--- src/fbn_pkg.sv ---
// package for the fieldbus node state machine: codes, timing, carrier types
`default_nettype none
package fbn_pkg;
  // state codes reported to the master
  localparam logic [7:0] FBN_CODE_ABSENT = 8'h00;
  localparam logic [7:0] FBN_CODE_INIT = 8'h01;
  localparam logic [7:0] FBN_CODE_PREOP = 8'h02;
  localparam logic [7:0] FBN_CODE_BOOT = 8'h03;
  localparam logic [7:0] FBN_CODE_SAFEOP = 8'h04;
  localparam logic [7:0] FBN_CODE_OP = 8'h08;
  localparam logic [7:0] FBN_CODE_UNCONF = 8'hFF;
  // emergency message codes
  localparam logic [7:0] FBN_EMCY_NONE = 8'h00;
  localparam logic [7:0] FBN_EMCY_ILLEGAL = 8'h11;
  localparam logic [7:0] FBN_EMCY_MBX_CFG = 8'h12;
  localparam logic [7:0] FBN_EMCY_PD_CFG = 8'h13;
  localparam logic [7:0] FBN_EMCY_DIAG = 8'h14;
  // start-up monitoring time of the host, milliseconds, and clock rate
  localparam int FBN_CLK_HZ = 10_000_000;
  localparam int FBN_MON_TIME_MS = 1000;
  localparam int FBN_MON_CYCLES = (FBN_MON_TIME_MS * (FBN_CLK_HZ / 1000));
  localparam int FBN_IO_W = 16;

  typedef enum logic [2:0] {
    FBN_ST_INIT,
    FBN_ST_PREOP,
    FBN_ST_BOOT,
    FBN_ST_SAFEOP,
    FBN_ST_OP
  } fbn_state_t;

  // service enables derived from the state
  typedef struct packed {
    logic mailbox_en;
    logic file_access_en;
    logic inputs_en;
    logic outputs_en;
  } fbn_services_t;

  // state request from the master
  typedef struct packed {
    logic valid;
    logic [7:0] code;
  } fbn_request_t;

  // emergency message toward the master
  typedef struct packed {
    logic valid;
    logic [7:0] code;
    logic [7:0] state_code;
  } fbn_emcy_t;

  typedef enum logic [1:0] {
    FBN_HS_STARTUP,
    FBN_HS_WAIT_OP,
    FBN_HS_RUN
  } fbn_host_t;
endpackage : fbn_pkg
`default_nettype wire

--- src/fbn_node.sv ---
// fieldbus node application state machine with host start-up sequencing
// Overview of operation
// - after reset the node sits in init, code 01h, no mailbox or process data
// - init to preop 02h checks mailbox setup; preop allows mailbox only
// - preop to safeop 04h checks process-data channel setup
// - inputs copied to dual-port memory before safeop is acknowledged
// - safeop: mailbox and process data on, inputs updated, outputs off
// - op 08h: master output data drive physical outputs, mailbox and process data on, file access off
// - bootstrap 03h is reachable only from init
// - bootstrap allows only file-access mailbox, everything else off
// - code 00h means station absent, FFh means station not configured
// - only master requests change state; each upward step starts its service
// - downward steps stop the matching services
// - diagnostics with no request in the same cycle, and state-change errors, go to the master as emergencies
// - host in run requests op from all nodes, holds program start while any in safeop
// - host waits for mandatory nodes at most the monitoring time, then runs
`default_nettype none
module fbn_node
  import fbn_pkg::*;
#(
  parameter int IO_W = FBN_IO_W,
  parameter int MON_CYCLES = FBN_MON_CYCLES
)
(
  input wire logic clk,
  input wire logic rstn,
  input wire fbn_request_t req,
  input wire logic mbx_cfg_ok,
  input wire logic pd_cfg_ok,
  input wire logic station_present,
  input wire logic station_configured,
  input wire logic diag_event,
  input wire logic [7:0] diag_code,
  input wire logic [IO_W-1:0] phys_in,
  input wire logic [IO_W-1:0] master_out,
  input wire logic mandatory_ready,
  input wire logic any_safeop,
  output logic [7:0] state_code,
  output fbn_services_t services,
  output logic ack,
  output logic error,
  output fbn_emcy_t emcy,
  output logic [IO_W-1:0] dpm_in,
  output logic [IO_W-1:0] phys_out,
  output logic host_req_op,
  output logic main_program_run
);
  // refuse widths and monitoring times that the counters cannot serve
  if (IO_W < 1 || MON_CYCLES < 1)
  begin : gen_bad_params
    $error("fbn_node: bad parameters");
  end

  localparam int MW = $clog2(MON_CYCLES + 1);

  typedef struct packed {
    fbn_state_t st;
    logic ack;
    logic error;
    fbn_emcy_t emcy;
    logic [IO_W-1:0] dpm_in;
    logic [IO_W-1:0] phys_out;
    logic [1:0] pres_sync;
    logic [1:0] conf_sync;
    fbn_host_t hs;
    logic [MW-1:0] mon_cnt;
  } fbn_regs_t;

  fbn_regs_t state_reg;
  fbn_regs_t state_next;

  // map a state to its reported code
  function automatic logic [7:0] fbn_code(input fbn_state_t s);
    fbn_code = FBN_CODE_UNCONF; // unused encodings read as unconfigured
    unique case (s)
      FBN_ST_INIT: fbn_code = FBN_CODE_INIT;
      FBN_ST_PREOP: fbn_code = FBN_CODE_PREOP;
      FBN_ST_BOOT: fbn_code = FBN_CODE_BOOT;
      FBN_ST_SAFEOP: fbn_code = FBN_CODE_SAFEOP;
      FBN_ST_OP: fbn_code = FBN_CODE_OP;
    endcase
  endfunction : fbn_code

  // service enables per state, so each transition starts or stops services
  function automatic fbn_services_t fbn_svc(input fbn_state_t s);
    fbn_services_t v;
    v = '0;
    unique case (s)
      FBN_ST_INIT: v = '0;
      FBN_ST_PREOP: v.mailbox_en = 1'b1;
      FBN_ST_BOOT: v.file_access_en = 1'b1;
      FBN_ST_SAFEOP:
      begin
        v.mailbox_en = 1'b1;
        v.inputs_en = 1'b1;
      end
      FBN_ST_OP:
      begin
        v.mailbox_en = 1'b1;
        v.inputs_en = 1'b1;
        v.outputs_en = 1'b1;
      end
    endcase
    return v;
  endfunction : fbn_svc

  fbn_services_t svc;
  assign svc = fbn_svc(state_reg.st);

  // next-state logic for node, data paths and host sequencing
  always_comb
  begin
    state_next = state_reg;
    state_next.ack = 1'b0;
    state_next.error = 1'b0;
    state_next.emcy = '0;
    // status inputs come from the bus side, so synchronise them
    state_next.pres_sync = {state_reg.pres_sync[0], station_present};
    state_next.conf_sync = {state_reg.conf_sync[0], station_configured};
    if (req.valid)
    begin
      state_next.ack = 1'b1;
      unique case ({state_reg.st, req.code}) inside
        {FBN_ST_INIT, FBN_CODE_PREOP}:
        begin
          if (mbx_cfg_ok)
            state_next.st = FBN_ST_PREOP;
          else
          begin
            state_next.ack = 1'b0;
            state_next.error = 1'b1;
            state_next.emcy = '{1'b1, FBN_EMCY_MBX_CFG, fbn_code(state_reg.st)};
          end
        end
        {FBN_ST_PREOP, FBN_CODE_SAFEOP}:
        begin
          if (pd_cfg_ok)
          begin
            state_next.st = FBN_ST_SAFEOP;
            state_next.dpm_in = phys_in;
          end
          else
          begin
            state_next.ack = 1'b0;
            state_next.error = 1'b1;
            state_next.emcy = '{1'b1, FBN_EMCY_PD_CFG, fbn_code(state_reg.st)};
          end
        end
        {FBN_ST_SAFEOP, FBN_CODE_OP}: state_next.st = FBN_ST_OP;
        {FBN_ST_INIT, FBN_CODE_BOOT}: state_next.st = FBN_ST_BOOT;
        {FBN_ST_PREOP, FBN_CODE_INIT}, {FBN_ST_SAFEOP, FBN_CODE_INIT},
        {FBN_ST_OP, FBN_CODE_INIT}, {FBN_ST_BOOT, FBN_CODE_INIT}:
          state_next.st = FBN_ST_INIT;
        {FBN_ST_SAFEOP, FBN_CODE_PREOP}, {FBN_ST_OP, FBN_CODE_PREOP}:
          state_next.st = FBN_ST_PREOP;
        {FBN_ST_OP, FBN_CODE_SAFEOP}: state_next.st = FBN_ST_SAFEOP;
        default:
        begin
          // same-state request is harmless and simply acknowledged
          if (req.code != fbn_code(state_reg.st))
          begin
            state_next.ack = 1'b0;
            state_next.error = 1'b1;
            state_next.emcy = '{1'b1, FBN_EMCY_ILLEGAL, fbn_code(state_reg.st)};
          end
        end
      endcase
    end
    else if (diag_event)
    begin
      state_next.emcy = '{1'b1, diag_code, fbn_code(state_reg.st)};
    end
    // cyclic input update while inputs are enabled
    if (svc.inputs_en && !(req.valid && state_next.st != state_reg.st))
      state_next.dpm_in = phys_in;
    if (state_next.st == FBN_ST_INIT || state_next.st == FBN_ST_BOOT)
      state_next.dpm_in = '0;
    // outputs follow the master only in op, otherwise held off
    state_next.phys_out = (state_next.st == FBN_ST_OP) ? master_out : '0;
    // host start-up sequencing
    unique case (state_reg.hs)
      FBN_HS_STARTUP:
      begin
        if (mandatory_ready || state_reg.mon_cnt == MW'(MON_CYCLES - 1))
          state_next.hs = FBN_HS_WAIT_OP;
        else
          state_next.mon_cnt = state_reg.mon_cnt + MW'(1);
      end
      FBN_HS_WAIT_OP:
      begin
        if (!any_safeop)
          state_next.hs = FBN_HS_RUN;
      end
      FBN_HS_RUN: state_next.hs = FBN_HS_RUN;
    endcase
  end

  always_ff @(posedge clk or negedge rstn)
  begin
    if (!rstn)
    begin
      state_reg <= '0; // st is init
      state_reg.st <= FBN_ST_INIT;
      state_reg.hs <= FBN_HS_STARTUP;
    end
    else
      state_reg <= state_next;
  end

  // status code: absent and unconfigured stations override the state code
  always_comb
  begin
    if (!state_reg.pres_sync[1])
      state_code = FBN_CODE_ABSENT;
    else if (!state_reg.conf_sync[1])
      state_code = FBN_CODE_UNCONF;
    else
      state_code = fbn_code(state_reg.st);
  end

  assign services = svc;
  assign ack = state_reg.ack;
  assign error = state_reg.error;
  assign emcy = state_reg.emcy;
  assign dpm_in = state_reg.dpm_in;
  assign phys_out = state_reg.phys_out;
  assign host_req_op = (state_reg.hs != FBN_HS_STARTUP);
  assign main_program_run = (state_reg.hs == FBN_HS_RUN);
endmodule : fbn_node
`default_nettype wire

--- config.mk ---
export PLATFORM = sky130hd
export DESIGN_NAME = fbn_node
export DESIGN_NICKNAME = d
export VERILOG_FILES = /design/src/fbn_pkg.sv /design/src/fbn_node.sv
export SDC_FILE = /design/constraint.sdc
export NUM_CORES = 1
export LEC_CHECK = 0
export ABC_AREA = 1
export ABC_CLOCK_PERIOD_IN_PS = 5750
export BUFFER_PORTS_ARGS = -buffer_cell sky130_fd_sc_hd__buf_2
export CAP_MARGIN = 20
export CORE_MARGIN = 2
export CORE_UTILIZATION = 30
export DETAILED_ROUTE_END_ITERATION = 7
export GPL_TIMING_DRIVEN = 0
export PLACE_DENSITY_LB_ADDON = 0.2
export SLEW_MARGIN = 20
export SYNTH_ARGS = -nofsm -noshare
export SYNTH_HDL_FRONTEND = slang
export SYNTH_SLANG_ARGS = --single-unit
export TNS_END_PERCENT = 20
--- constraint.sdc ---
create_clock -name clk -period 5.75 [get_ports clk]
set_input_delay 0.2875 -clock clk [delete_from_list [all_inputs] [get_ports clk]]
set_output_delay 0.2875 -clock clk [all_outputs]
set_load 0.03 [all_outputs]
# After elaboration in Yosys (flattened, before gate mapping)
# Cells that the tools add are included.
dict set report totals {
  reg_bits 84
  inputBits 58
  out_inout_bits 65
}
dict set report op_classes {
  add_sub_neg 1
  n_eq_ne 24
  mux 28
  bitwise_logic 1
  reduce_logical 21
}
# op n
set ops {}
lappend ops {{$mux 16} 6}
lappend ops {{$mux 19} 3}
lappend ops {{$pmux 19 s3} 1}
lappend ops {{$eq 11x10->1 const B} 4}
lappend ops {{$pmux 8 s5} 1}
lappend ops {{$mux 17} 2}
lappend ops {{$eq 11x11->1 const B} 3}
lappend ops {{$mux 8} 4}
lappend ops {{$add 24x1->24 const B} 1}
lappend ops {{$eq 24x24->1 const B} 1}
lappend ops {{$eq 11x2->1 const B} 2}
lappend ops {{$eq 11x9->1 const B} 2}
lappend ops {{$pmux 3 s7} 1}
lappend ops {{$reduce_or 11->1} 1}
lappend ops {{$eq 3x2->1 const B} 3}
lappend ops {{$reduce_bool 3->1} 3}
lappend ops {{$reduce_or 9->1} 1}
lappend ops {{$ne 8x8->1} 1}
lappend ops {{$eq 3x3->1 const B} 2}
lappend ops {{$logic_not 3->1} 2}
lappend ops {{$mux 3} 2}
lappend ops {{$pmux 2 s3} 1}
lappend ops {{$mux 5} 1}
lappend ops {{$mux 1} 4}
lappend ops {{other kinds (17)} 23}

# Logic depth before layout (Yosys ltp)
# Gate-level depths: netlist of the first run.
dict set report depth {
  ltp_word 14
  ltp_mapped 17
  mapped_depth_nobuf 16
}

# Worst setup path before layout of the first run
# OpenSTA, ideal clock, no wires.
dict set report synth_path {
  kind {register to register}
  start {register state_reg[82] in the netlist's numbering}
  end {register state_reg, in the netlist dpm_in[10]}
  setup_ns 0.116
  t_arrival_ns 2.258
  t_required_ns 5.634
  path_slack_ns 3.375
  stages_incl_launch_ff 16
  path_cell_list {dfrtp_1 > inv_2 > nand2_1 > nor2_1 > nand3_1 > nand2_1 > nor2_2 > nand2_2 > nand2_4 > o21ai_4 > nor2_8 > nor2_8 > nand2_4 > buf_6 > nand2_1 > nand2_1}
}
# item line_no
set synth_lines {}
lappend synth_lines {{start: declaration} fbn_node.sv:69} ;# fbn_regs_t state_reg;
lappend synth_lines {{start signal: assignment} fbn_node.sv:207} ;# state_reg <= state_next;

# Worst setup path in the final report of the first run
dict set report layout_path {
  start {register state_reg[0] in the netlist's numbering}
  end {register state_reg[15] in the netlist's numbering}
}
dict set report layout_via {
  elab_chain_len 4
}
# item
set layout_lines {}
lappend layout_lines {{branches (longest 4 deep; another with $add 24x1->24)}}
# Several ways; the timed one is not identified.
# A chain may end at the register's enable or synchronous reset.

==> run metrics, run 1 <==
result of the run=finished, final reports clean; maximum clock path buffer count=2; cell chain of the critical path=ha_1 > inv_1 > nor2_1 > nand4_1 > nand2_1 > inv_1 > clkbuf_1 > nand2_1 > nor2_1 > xor2_1; # DRC=0; Switch Pwr=746 uW; insertion delay of the later-clocked pin in the worst-skew pair=0.34 ns; final estimated routing congestion in global placement=just under 0.9; Final Routed Wirelength=10100 um; die span in y=124 um; antenna diode instance count=0; fmax=385 MHz; share of the core filled with cells in the final layout=38.6%; initial cell density of the core=30.3%; Post-Synth XOR/XNOR Area=5.24%; # nets final=743; cell with the biggest individual delay on the critical path=sky130_fd_sc_hd__dfrtp_1; CTS tree=yes; power per unit of standard cell area=roughly 380 mW/mm^2; synthesized-area fraction occupied by ao, oa, aoi and oai cells=3.22%; CTS Buf Count=9; Max Transition Viols Final=0; largest net degree at the start of global routing=54; min-delay worst type=input port to flop; Worst setup SP type=flop; final-layout setup total negative slack=0 ns; CTS root buffer=sky130_fd_sc_hd__clkbuf_16; global-route wire length before repair=17300 um; number of instances in the synthesized netlist=around 550; critical path peak fanout=10; width of the chip=between 100 and 150 um; kind of cell adding the most delay to the critical path=simple AND/OR/NAND/NOR gates; VDD IR max=approximately 0.2 mV; remaining number of nets flagged by the antenna check after routing=0; total of flip-flops plus latches after synthesis=80; skew final=0.00460 ns; Worst Path Arrival=roughly 2.8 ns; max reg flops=31; detailed placement HPWL=7790 um; share of synthesized cell area in full adder, half adder and majority cells=1.15%; netlist area before placement=0.00435 mm^2; area of the multi-input gates=0.00164 mm^2; total vias in the final route=3686; Detailed Route Iter0 Violations=158; Required @ worst endpoint=slightly below 6 ns; P_leak=roughly 3.1 nW; global-route usage over all layers=13.6%; Fin. Hold Viols=0; count of buffers from port buffering=around 120; fraction of power consumed by the clock network=29.3%; setup repair after global routing missed its margin=false; number of standard-cell rows in the floorplan=44; sequential group share of total power=36.3%; number of antenna violations at the first check in global routing=0; clock-pin slew on the worst setup and hold paths=0.06 ns; combinational family with the most area after synthesis=simple AND/OR/NAND/NOR gates; routed wire length per instance=11.7 um; post-synthesis simple-gate area fraction=between 20% and 30%; number of filler instances in the final layout=1525; multiplexer fraction of the synthesized cell area=0%; Ports=~120; unique cell type count in the Yosys netlist=27; classification of the worst setup path=flop to flop; average size of a mapped cell=7.95 um^2; vias per cell=4.24; register area=~0.002 mm^2; sequential share of the synthesized area=a little under half; slowest stage delay, CP=0.40 ns; share of post-route cells with drive strength above 1=between 30% and 40%; max-cap viol count=0; worst max-slew margin expressed relative to the limit=66.4%; via count of the first global-routing pass=3609; Syn. warnings=0; post-layout power=about 2.1 mW; Die ar.=0.0155 mm^2; CTS H-Tree Depth=3; transition at the pin with the smallest max-transition slack=0.505 ns; crit path time final=2.60 ns; critical path capture point type=flop; Clock Sinks=80; count of buffers added by post-CTS timing repair for setup=0; P_int=1.35 mW; net switching fraction of the power=35.6%; logic gate share of total power=34.4%; floorplan core area=around 0.014 mm^2; total iterations of the first detailed-routing run=4; number of endpoints failing setup at the final stage=0; Area Growth Syn to Fin=27.4%; number of buffer and inverter stages on the critical path=3; Congestion Overflow GR=0; final critical-path share of the clock period=45.2%
[final cells by class]
type                            instances  area share [%]
Timing Repair Buffer                  120            11.4
Tap cell                              184            4.15
Sequential cell                        80            36.1
Inverter                               76            5.15
Buffer                                 60            7.86
Multi-Input combinational cell        334            29.5
Clock inverter                          3            1.17
Clock buffer                           12            4.63
[layer usage]
layer / routed length, um / track usage (%) / part of all wire (%)
met1: 4860 / 18.2 / 48
met4: 213 / 6.28 / 2.1
met3: 635 / 3.61 / 6.3
met2: 4440 / 20.7 / 44
met5: 0 / 0 / 0
[stage by stage]
| stage | std cells | setup slack, ns | hold slack [ns] | instance area, um^2 |
|---|---|---|---|---|
| after CTS | 869 | 3.14 | 0.0430 | 5540 |
| final | 869 | 3.15 | 0.0570 | 5540 |
| after global placement | 852 | 3.12 | 0.334 | 5180 |
| after floorplan | 550 | 3.38 | -0.00809 | 4360 |
| after detailed placement | 853 | 3.16 | 0.249 | 5210 |
| after global routing | 869 | 2.91 | 0.0532 | 5540 |
[kinds of logic (layout without fill, tap and decap cells)]
kind of cell | Yosys count | in the layout
AO/OA/AOI/OAI | 25 | 25
XOR/XNOR | 26 | 26
adder cells (fa/ha/maj) | 4 | 4
buffers and inverters | 136 | 271
flip-flops | 80 | 80
other | 1 | 4
AND/OR/NAND/NOR | 275 | 275
[cells in the final DEF (no fill, tap or decap), types with 6 or more instances in the layout]
master                      netlist  layout
sky130_fd_sc_hd__xor2_1          20      20
sky130_fd_sc_hd__nor4_1          10      10
sky130_fd_sc_hd__o21ai_0         12      12
sky130_fd_sc_hd__inv_1           70      70
sky130_fd_sc_hd__nor2_1          84      84
sky130_fd_sc_hd__nand3_1         32      32
sky130_fd_sc_hd__buf_4           53      54
sky130_fd_sc_hd__nor3_1           6       6
sky130_fd_sc_hd__a21oi_1          9       9
sky130_fd_sc_hd__clkbuf_16        0       9
sky130_fd_sc_hd__buf_2            3     120
sky130_fd_sc_hd__xnor2_1          6       6
sky130_fd_sc_hd__nand2_1        121     121
sky130_fd_sc_hd__inv_2            6       6
sky130_fd_sc_hd__nand4_1         12      12
sky130_fd_sc_hd__dfrtp_1         80      80
[power by group through the flow]
stage	logic (mW)	clock network [mW]	registers [mW]
2_1_floorplan	0.546	0	0.750
3_3_place_gp	0.719	0	0.767
3_5_place_dp	0.728	0	0.770
4_1_cts	0.732	0.638	0.762
5_1_grt	0.797	0.661	0.778
6_report	0.721	0.615	0.761
[cells in the mapped netlist]
cell type | count | area (um^2)
sky130_fd_sc_hd__a21oi_1 | 9 | 45.0
sky130_fd_sc_hd__a31o_2 | 1 | 8.76
sky130_fd_sc_hd__buf_2 | 3 | 15.0
sky130_fd_sc_hd__buf_4 | 53 | 398
sky130_fd_sc_hd__buf_6 | 1 | 11.3
sky130_fd_sc_hd__clkbuf_1 | 3 | 11.3
sky130_fd_sc_hd__conb_1 | 1 | 3.75
sky130_fd_sc_hd__dfrtp_1 | 80 | 2000
sky130_fd_sc_hd__ha_1 | 4 | 50.1
sky130_fd_sc_hd__inv_1 | 70 | 263
sky130_fd_sc_hd__inv_2 | 6 | 22.5
sky130_fd_sc_hd__nand2_1 | 121 | 454
sky130_fd_sc_hd__nand2_2 | 3 | 18.8
sky130_fd_sc_hd__nand2_4 | 2 | 22.5
sky130_fd_sc_hd__nand3_1 | 32 | 160
sky130_fd_sc_hd__nand3_2 | 2 | 20.0
sky130_fd_sc_hd__nand4_1 | 12 | 75.1
sky130_fd_sc_hd__nor2_1 | 84 | 315
sky130_fd_sc_hd__nor2_2 | 1 | 6.26
sky130_fd_sc_hd__nor2_8 | 2 | 40.0
sky130_fd_sc_hd__nor3_1 | 6 | 30.0
sky130_fd_sc_hd__nor4_1 | 10 | 62.6
sky130_fd_sc_hd__o21ai_0 | 12 | 60.1
sky130_fd_sc_hd__o21ai_1 | 2 | 10.0
sky130_fd_sc_hd__o21ai_4 | 1 | 16.3
sky130_fd_sc_hd__xnor2_1 | 6 | 52.6
sky130_fd_sc_hd__xor2_1 | 20 | 175
[path summary, 6_finish.rpt]
check | cells past startpoint | to | slack (ns) | startpoint
worst max-delay path | 10 | state_reg[15] | 3.15 | state_reg[0]
worst max register to register | 10 | state_reg[15] | 3.15 | state_reg[0]
worst min register to register | 0 | state_reg[29] | 0.35 | state_next[29]
worst min-delay path | 1 | state_next[29] | 0.06 | station_present
min in group asynchronous | 2 | dpm_in[15] | 0.42 | rstn
max in group asynchronous | 3 | emcy[1] | 4.73 | rstn
[repair_timing]
item	in CTS	in global routing
hold buffers	1	0
resized for setup	0	0
endpoints found under the hold margin	27	0
(Power assumes the default switching activity.)
==> inputs of run 2 (changes only) <==
- ABC_CLOCK_PERIOD_IN_PS: 5750 -> 2280
- clock period: 5.75 -> 2.28 ns (I/O delays scaled with it)
==> run metrics, run 2 (same netlist as run 1, synthesis figures left out) <==
Fin. Hold Viols=0 (unchanged); Congestion Overflow GR=0 (unchanged); start point of the worst hold path=diag_event; routed wire length per instance=12.0 um (+2.5%); result of the run=finished with violations; fmax=434 MHz (+13%); CTS root buffer=sky130_fd_sc_hd__clkbuf_16; total iterations of the first detailed-routing run=4 (unchanged); insertion delay of the later-clocked pin in the worst-skew pair=0.34 ns (about the same); slowest stage delay, CP=0.49 ns (+0.09 ns); share of the core filled with cells in the final layout=42.2% (+3.6 points); Ports=123 (unchanged); number of endpoints failing setup at the final stage=6 (+6); total vias in the final route=3852 (+4.5%); post-layout power=5.53 mW (+160%); max-cap viol count=0 (unchanged); maximum clock path buffer count=2 (unchanged); worst max-slew margin expressed relative to the limit=58.6% (-7.8 points); power per unit of standard cell area=912 mW/mm^2 (+140%); final critical-path share of the clock period=101% (+56 points); detailed placement HPWL=7870 um (+1.0%); P_leak=3.34 nW (+7.0%); die span in y=124 um (unchanged); cell chain of the critical path=inv_2 > nand2_2 > nor2_4 > nand3_2 > nand2_2 > nor2_2 > nand2_2 > nand2_4 > o21ai_4 > nor2_8 > nor2_8 > nand2_8 > clkbuf_16 > nand2_2 > nand2_1; via count of the first global-routing pass=3697 (+2.4%); reg-to-reg startpoint=state_reg[82]; sequential group share of total power=35.0% (-1.3 points); initial cell density of the core=30.3% (unchanged); # DRC=0 (unchanged); final estimated routing congestion in global placement=0.864 (-0.18%); classification of the worst setup path=flop to flop; P_int=3.53 mW (+160%); Switch Pwr=2.00 mW (+170%); number of buffer and inverter stages on the critical path=2 (-1); min-delay worst type=input port to flop; number of antenna violations at the first check in global routing=0 (unchanged); Final Routed Wirelength=10900 um (+7.1%); first element of the critical path=state_reg[82]; WHS=0.0344 ns (-0.0226 ns); number of standard-cell rows in the floorplan=44 (unchanged); cell with the biggest individual delay on the critical path=sky130_fd_sc_hd__dfrtp_2; crit path time final=2.30 ns (-0.297 ns); critical path peak fanout=8 (-2); skew final=0.0136 ns (+0.00898 ns); fraction of power consumed by the clock network=28.8% (-0.5 points); most used cells in the layout excluding fill and tap cells=119 x sky130_fd_sc_hd__buf_2, 108 x sky130_fd_sc_hd__nand2_1, 78 x sky130_fd_sc_hd__nor2_1, 77 x sky130_fd_sc_hd__dfrtp_1, 70 x sky130_fd_sc_hd__inv_1; critical path capture point type=flop; antenna diode instance count=0 (unchanged); global-route wire length before repair=17800 um (+3.3%); Detailed Route Iter0 Violations=212 (+34%); Worst Path Arrival=2.53 ns (-0.29 ns); max reg flops=31 (unchanged); CTS Buf Count=9 (unchanged); kind of cell adding the most delay to the critical path=simple AND/OR/NAND/NOR gates; cell type with the highest occurrence count on the critical path=sky130_fd_sc_hd__nand2_2; VDD IR max=0.582 mV (+180%); CTS H-Tree Depth=3 (unchanged); largest net degree at the start of global routing=48 (-11%); floorplan core area=0.0144 mm^2 (unchanged); setup repair after global routing missed its margin=true; number of filler instances in the final layout=1475 (-3.3%); final-layout setup total negative slack=-0.0820 ns (-0.0820 ns); global-route usage over all layers=14.2% (+0.50 points); share of post-route cells with drive strength above 1=34.4% (+4.0 points); Area Growth Syn to Fin=39.4%; transition at the pin with the smallest max-transition slack=0.621 ns (+0.117 ns); min setup slack post-route=-0.0226 ns (-3.17 ns); Die ar.=0.0155 mm^2 (unchanged); remaining number of nets flagged by the antenna check after routing=0 (unchanged); clock-pin slew on the worst setup and hold paths=0.06 ns (about the same); width of the chip=124 um (unchanged); Max Transition Viols Final=0 (unchanged); Worst setup SP type=flop; violations in the final reports=setup timing; # nets final=781 (+5.1%); minimum setup slack after placement=-0.385 ns (-3.55 ns); vias per cell=4.24 (about the same); count of buffers from port buffering=118 (unchanged); most common library cell in the layout ignoring fill and taps=sky130_fd_sc_hd__buf_2; logic gate share of total power=36.2% (+1.8 points); Required @ worst endpoint=2.51 ns (-3.46 ns); CTS tree=yes; Clock Sinks=80 (unchanged); net switching fraction of the power=36.2% (+0.59 points)
[run 2: power by group through the flow]
stage               clock [mW]  combinational, mW  sequential, mW
floorplan                    0               1.38            1.89
global placement             0               1.82            1.93
detailed placement           0               1.84            1.95
CTS                       1.65               1.91            1.93
global route              1.72               2.20            1.97
finish                    1.59               2.00            1.93
[run 2: cell type report]
type | instances | area, um^2 | share of cell area [%]
repair buffers | 158 | 991 | 16.3
clock inverters | 4 | 73.8 | 1.22
flip-flops and latches | 80 | 2010 | 33.1
plain buffers | 60 | 443 | 7.31
inverters | 76 | 288 | 4.75
well taps | 184 | 230 | 3.80
clock buffers | 12 | 256 | 4.23
multi-input cells | 334 | 1770 | 29.3
[run 2: timing repair]
item / CTS / global route
setup endpoints to repair: 38 / 30
buffers inserted: 0 / 11
endpoints found under the hold margin: 72 / 0
gates cloned: 0 / 1
hold buffers: 27 / 0
gates resized for setup: 12 / 30
pin swaps: 0 / 15
[run 2: metal layers]
layer  track usage (%)  vias to the layer above  share of wire, %
met1              19.3                     1735                48
li1                  -                     1984                 -
met2              21.5                      122                45
met3              3.22                       11               5.2
met5                 0                        -                 0
met4              6.35                        0               1.6
[run 2: worst register-to-register path: cells and delay by family (launching register included)]
kind,cells,cell delay (ns)
AO/OA/AOI/OAI,1,0.25
buffers and inverters,2,0.28
flip-flops,1,0.49
AND/OR/NAND/NOR,12,1.18
[run 2: worst paths after layout]
kind / endpoint / slack (ns) / cells after the start
max in group asynchronous: emcy[0] / 1.33 / 3
max: dpm_in[15] / -0.02 / 15
min reg2reg: state_reg[29] / 0.35 / 0
max reg2reg: dpm_in[15] / -0.02 / 15
min: emcy[13] / 0.03 / 3
min in group asynchronous: dpm_in[15] / 0.33 / 2
[run 2: per-stage QoR]
stage               cell area (um^2)  cells
floorplan                       4360    550
detailed placement              5210    853
finish                          6060    908
global route                    6060    908
CTS                             5840    896
global placement                5180    852
==> inputs of run 3 (changes only) <==
- CORE_UTILIZATION: 30 -> 45
- PLACE_DENSITY_LB_ADDON: 0.2 -> 0.05
==> run metrics, run 3 (same netlist as run 1, synthesis figures left out) <==
area of the multi-input gates=0.00172 mm^2 (-3.3%); # DRC=0 (unchanged); Register-to-Register Path Depth=15 (unchanged); critical register-to-register path endpoint=dpm_in[12]; min-delay worst type=input port to flop; skew final=0.00937 ns (-0.00421 ns); most common library cell in the layout ignoring fill and taps=sky130_fd_sc_hd__buf_2; total iterations of the first detailed-routing run=4 (unchanged); Fin. Hold Viols=0 (unchanged); initial cell density of the core=46.6% (+16 points); WHS Path Cells=3 (unchanged); Worst setup SP type=flop; detailed placement HPWL=7030 um (-11%); WHS=0.0233 ns (-0.0111 ns); number of cells in the design after placement=798 (-6.4%); number of standard-cell rows in the floorplan=35 (-20%); critical path capture point type=flop; global-route wire length before repair=16000 um (-10%); CTS Buf Count=9 (unchanged); number of filler instances in the final layout=852 (-42%); classification of the worst setup path=flop to flop; final critical-path share of the clock period=97.0% (-4.0 points); min setup slack post-route=0.0693 ns (+0.0919 ns); antenna diode instance count=0 (unchanged); non-filler cells in the finished layout=858 (-5.5%); Register-to-Register Setup Slack=0.07 ns (+0.09 ns); Max Transition Viols Final=0 (unchanged); clock-pin slew on the worst setup and hold paths=0.09 ns (+0.03 ns); post-layout power=5.14 mW (-7.0%); remaining number of nets flagged by the antenna check after routing=0 (unchanged); CTS root buffer=sky130_fd_sc_hd__clkbuf_8; max-cap viol count=0 (unchanged); Switch Pwr=1.91 mW (-4.6%); fmax=452 MHz (+4.2%); via count of the first global-routing pass=3638 (-1.6%); Die ar.=0.0105 mm^2 (-32%); first element of the critical path=state_reg[82]; Worst Path Arrival=2.46 ns (-0.07 ns); CTS tree=yes; critical path peak fanout=10 (+2); Clock Sinks=80 (unchanged); setup repair after global routing missed its margin=true; fraction of power consumed by the clock network=24.7% (-4.1 points); Congestion Overflow GR=0 (unchanged); VDD IR max=0.516 mV (-11%); CTS H-Tree Depth=3 (unchanged); die span in y=102 um (-18%); Final Instance Area=0.00588 mm^2 (-2.9%); number of endpoints failing setup at the final stage=0 (-6); count of buffers from port buffering=118 (unchanged); most used cells in the layout excluding fill and tap cells=118 x sky130_fd_sc_hd__buf_2, 115 x sky130_fd_sc_hd__nand2_1, 78 x sky130_fd_sc_hd__nor2_1, 78 x sky130_fd_sc_hd__dfrtp_1, 72 x sky130_fd_sc_hd__buf_4; # nets final=786 (+0.64%); insertion delay of the later-clocked pin in the worst-skew pair=0.35 ns (about the same); minimum setup slack after placement=-0.155 ns (+0.230 ns); Ports=123 (unchanged); floorplan core area=0.00933 mm^2 (-35%); register area=0.00200 mm^2 (about the same); post-detailed-placement cell area=0.00514 mm^2 (-1.2%); sequential group share of total power=37.5% (+2.5 points); reg-to-reg startpoint=state_reg[82]; global-route usage over all layers=19.7% (+5.5 points); share of the core filled with cells in the final layout=63.1% (+21 points); start point of the worst hold path=diag_event; largest net degree at the start of global routing=47 (-2.1%); maximum clock path buffer count=2 (unchanged); final-layout setup total negative slack=0 ns (+0.0820 ns); end point of the worst hold path=emcy[11]; net switching fraction of the power=37.1% (+0.92 points); P_leak=3.28 nW (-1.8%); Required @ worst endpoint=2.53 ns (+0.02 ns); crit path time final=2.21 ns (-0.0919 ns); P_int=3.24 mW (-8.3%); result of the run=finished, final reports clean; Final Routed Wirelength=9950 um (-8.4%); number of antenna violations at the first check in global routing=0 (unchanged); Detailed Route Iter0 Violations=176 (-17%); logic gate share of total power=37.7% (+1.5 points); Area Growth Syn to Fin=35.3%; share of post-route cells with drive strength above 1=33.6% (-0.78 points); total vias in the final route=3877 (+0.65%); routed wire length per instance=11.6 um (-3.1%); max reg flops=31 (unchanged); vias per cell=4.52 (+6.5%); final estimated routing congestion in global placement=0.879 (+1.8%); power per unit of standard cell area=874 mW/mm^2 (-4.2%); width of the chip=102 um (-18%)
[run 3: changes by cell type in the layout (fill, tap and decap cells not counted), sizes merged]
cell and change:
bufinv +1, clkinv -1, inv +1, clkinvlp +1, clkbuf -3, buf +6
[run 3: area by class of cell]
cell class | count | area share, %
tap | 129 | 2.74
inverter | 76 | 4.89
sequential | 80 | 34.1
timing repair buffer | 163 | 17.5
clock buffer | 10 | 2.17
clock inverter | 6 | 1.96
multi-input combinational | 334 | 29.2
buffer | 60 | 7.51
[run 3: worst max path at each step]
stage	end	cells after the start	slack, ns
floorplan	dpm_in[10]	15	0.08
global placement	state_reg[7]	10	-0.13
detailed placement	state_reg[7]	10	-0.16
CTS	phys_out[6]	12	-0.003
global route	dpm_in[12]	15	-0.07
finish	dpm_in[12]	15	0.07
[run 3: power by group through the flow]
stage          Clock [mW]  Sequential, mW  Combinational, mW
2_1_floorplan           0            1.89               1.38
3_5_place_dp            0            1.94               1.81
3_3_place_gp            0            1.94               1.78
5_1_grt              1.37            1.97               2.15
4_1_cts              1.30            1.93               1.88
6_report             1.27            1.93               1.94
[run 3: repair_timing]
action,in CTS,in global routing
endpoints found under the hold margin,60,0
hold buffers,27,0
pin swaps,2,11
setup buffers,6,11
endpoints found under the setup margin,32,40
resized for setup,8,21
[run 3: routing by layer]
metal | up-vias | global-route usage, % | part of all wire, %
met2 | 107 | 34.8 | 49
met4 | 0 | 7.08 | 1.4
met3 | 11 | 3.69 | 4.3
li1 | 1986 | - | -
met1 | 1773 | 24.0 | 45
met5 | - | 0 | 0
[run 3: critical path: stages, from the launching register on]
cell                      delay [ns]
sky130_fd_sc_hd__dfrtp_2        0.48
sky130_fd_sc_hd__inv_2          0.11
sky130_fd_sc_hd__nand2_2        0.08
sky130_fd_sc_hd__nor2_2         0.16
sky130_fd_sc_hd__nand3_2        0.11
sky130_fd_sc_hd__nand2_2        0.11
sky130_fd_sc_hd__nor2_2         0.05
sky130_fd_sc_hd__nand2_2        0.11
sky130_fd_sc_hd__nand3_1        0.13
sky130_fd_sc_hd__nand2_2        0.13
sky130_fd_sc_hd__inv_4          0.06
sky130_fd_sc_hd__nor2_8         0.18
sky130_fd_sc_hd__nor2_8         0.06
sky130_fd_sc_hd__buf_4          0.19
sky130_fd_sc_hd__nand3_1        0.08
sky130_fd_sc_hd__nand2_1        0.06
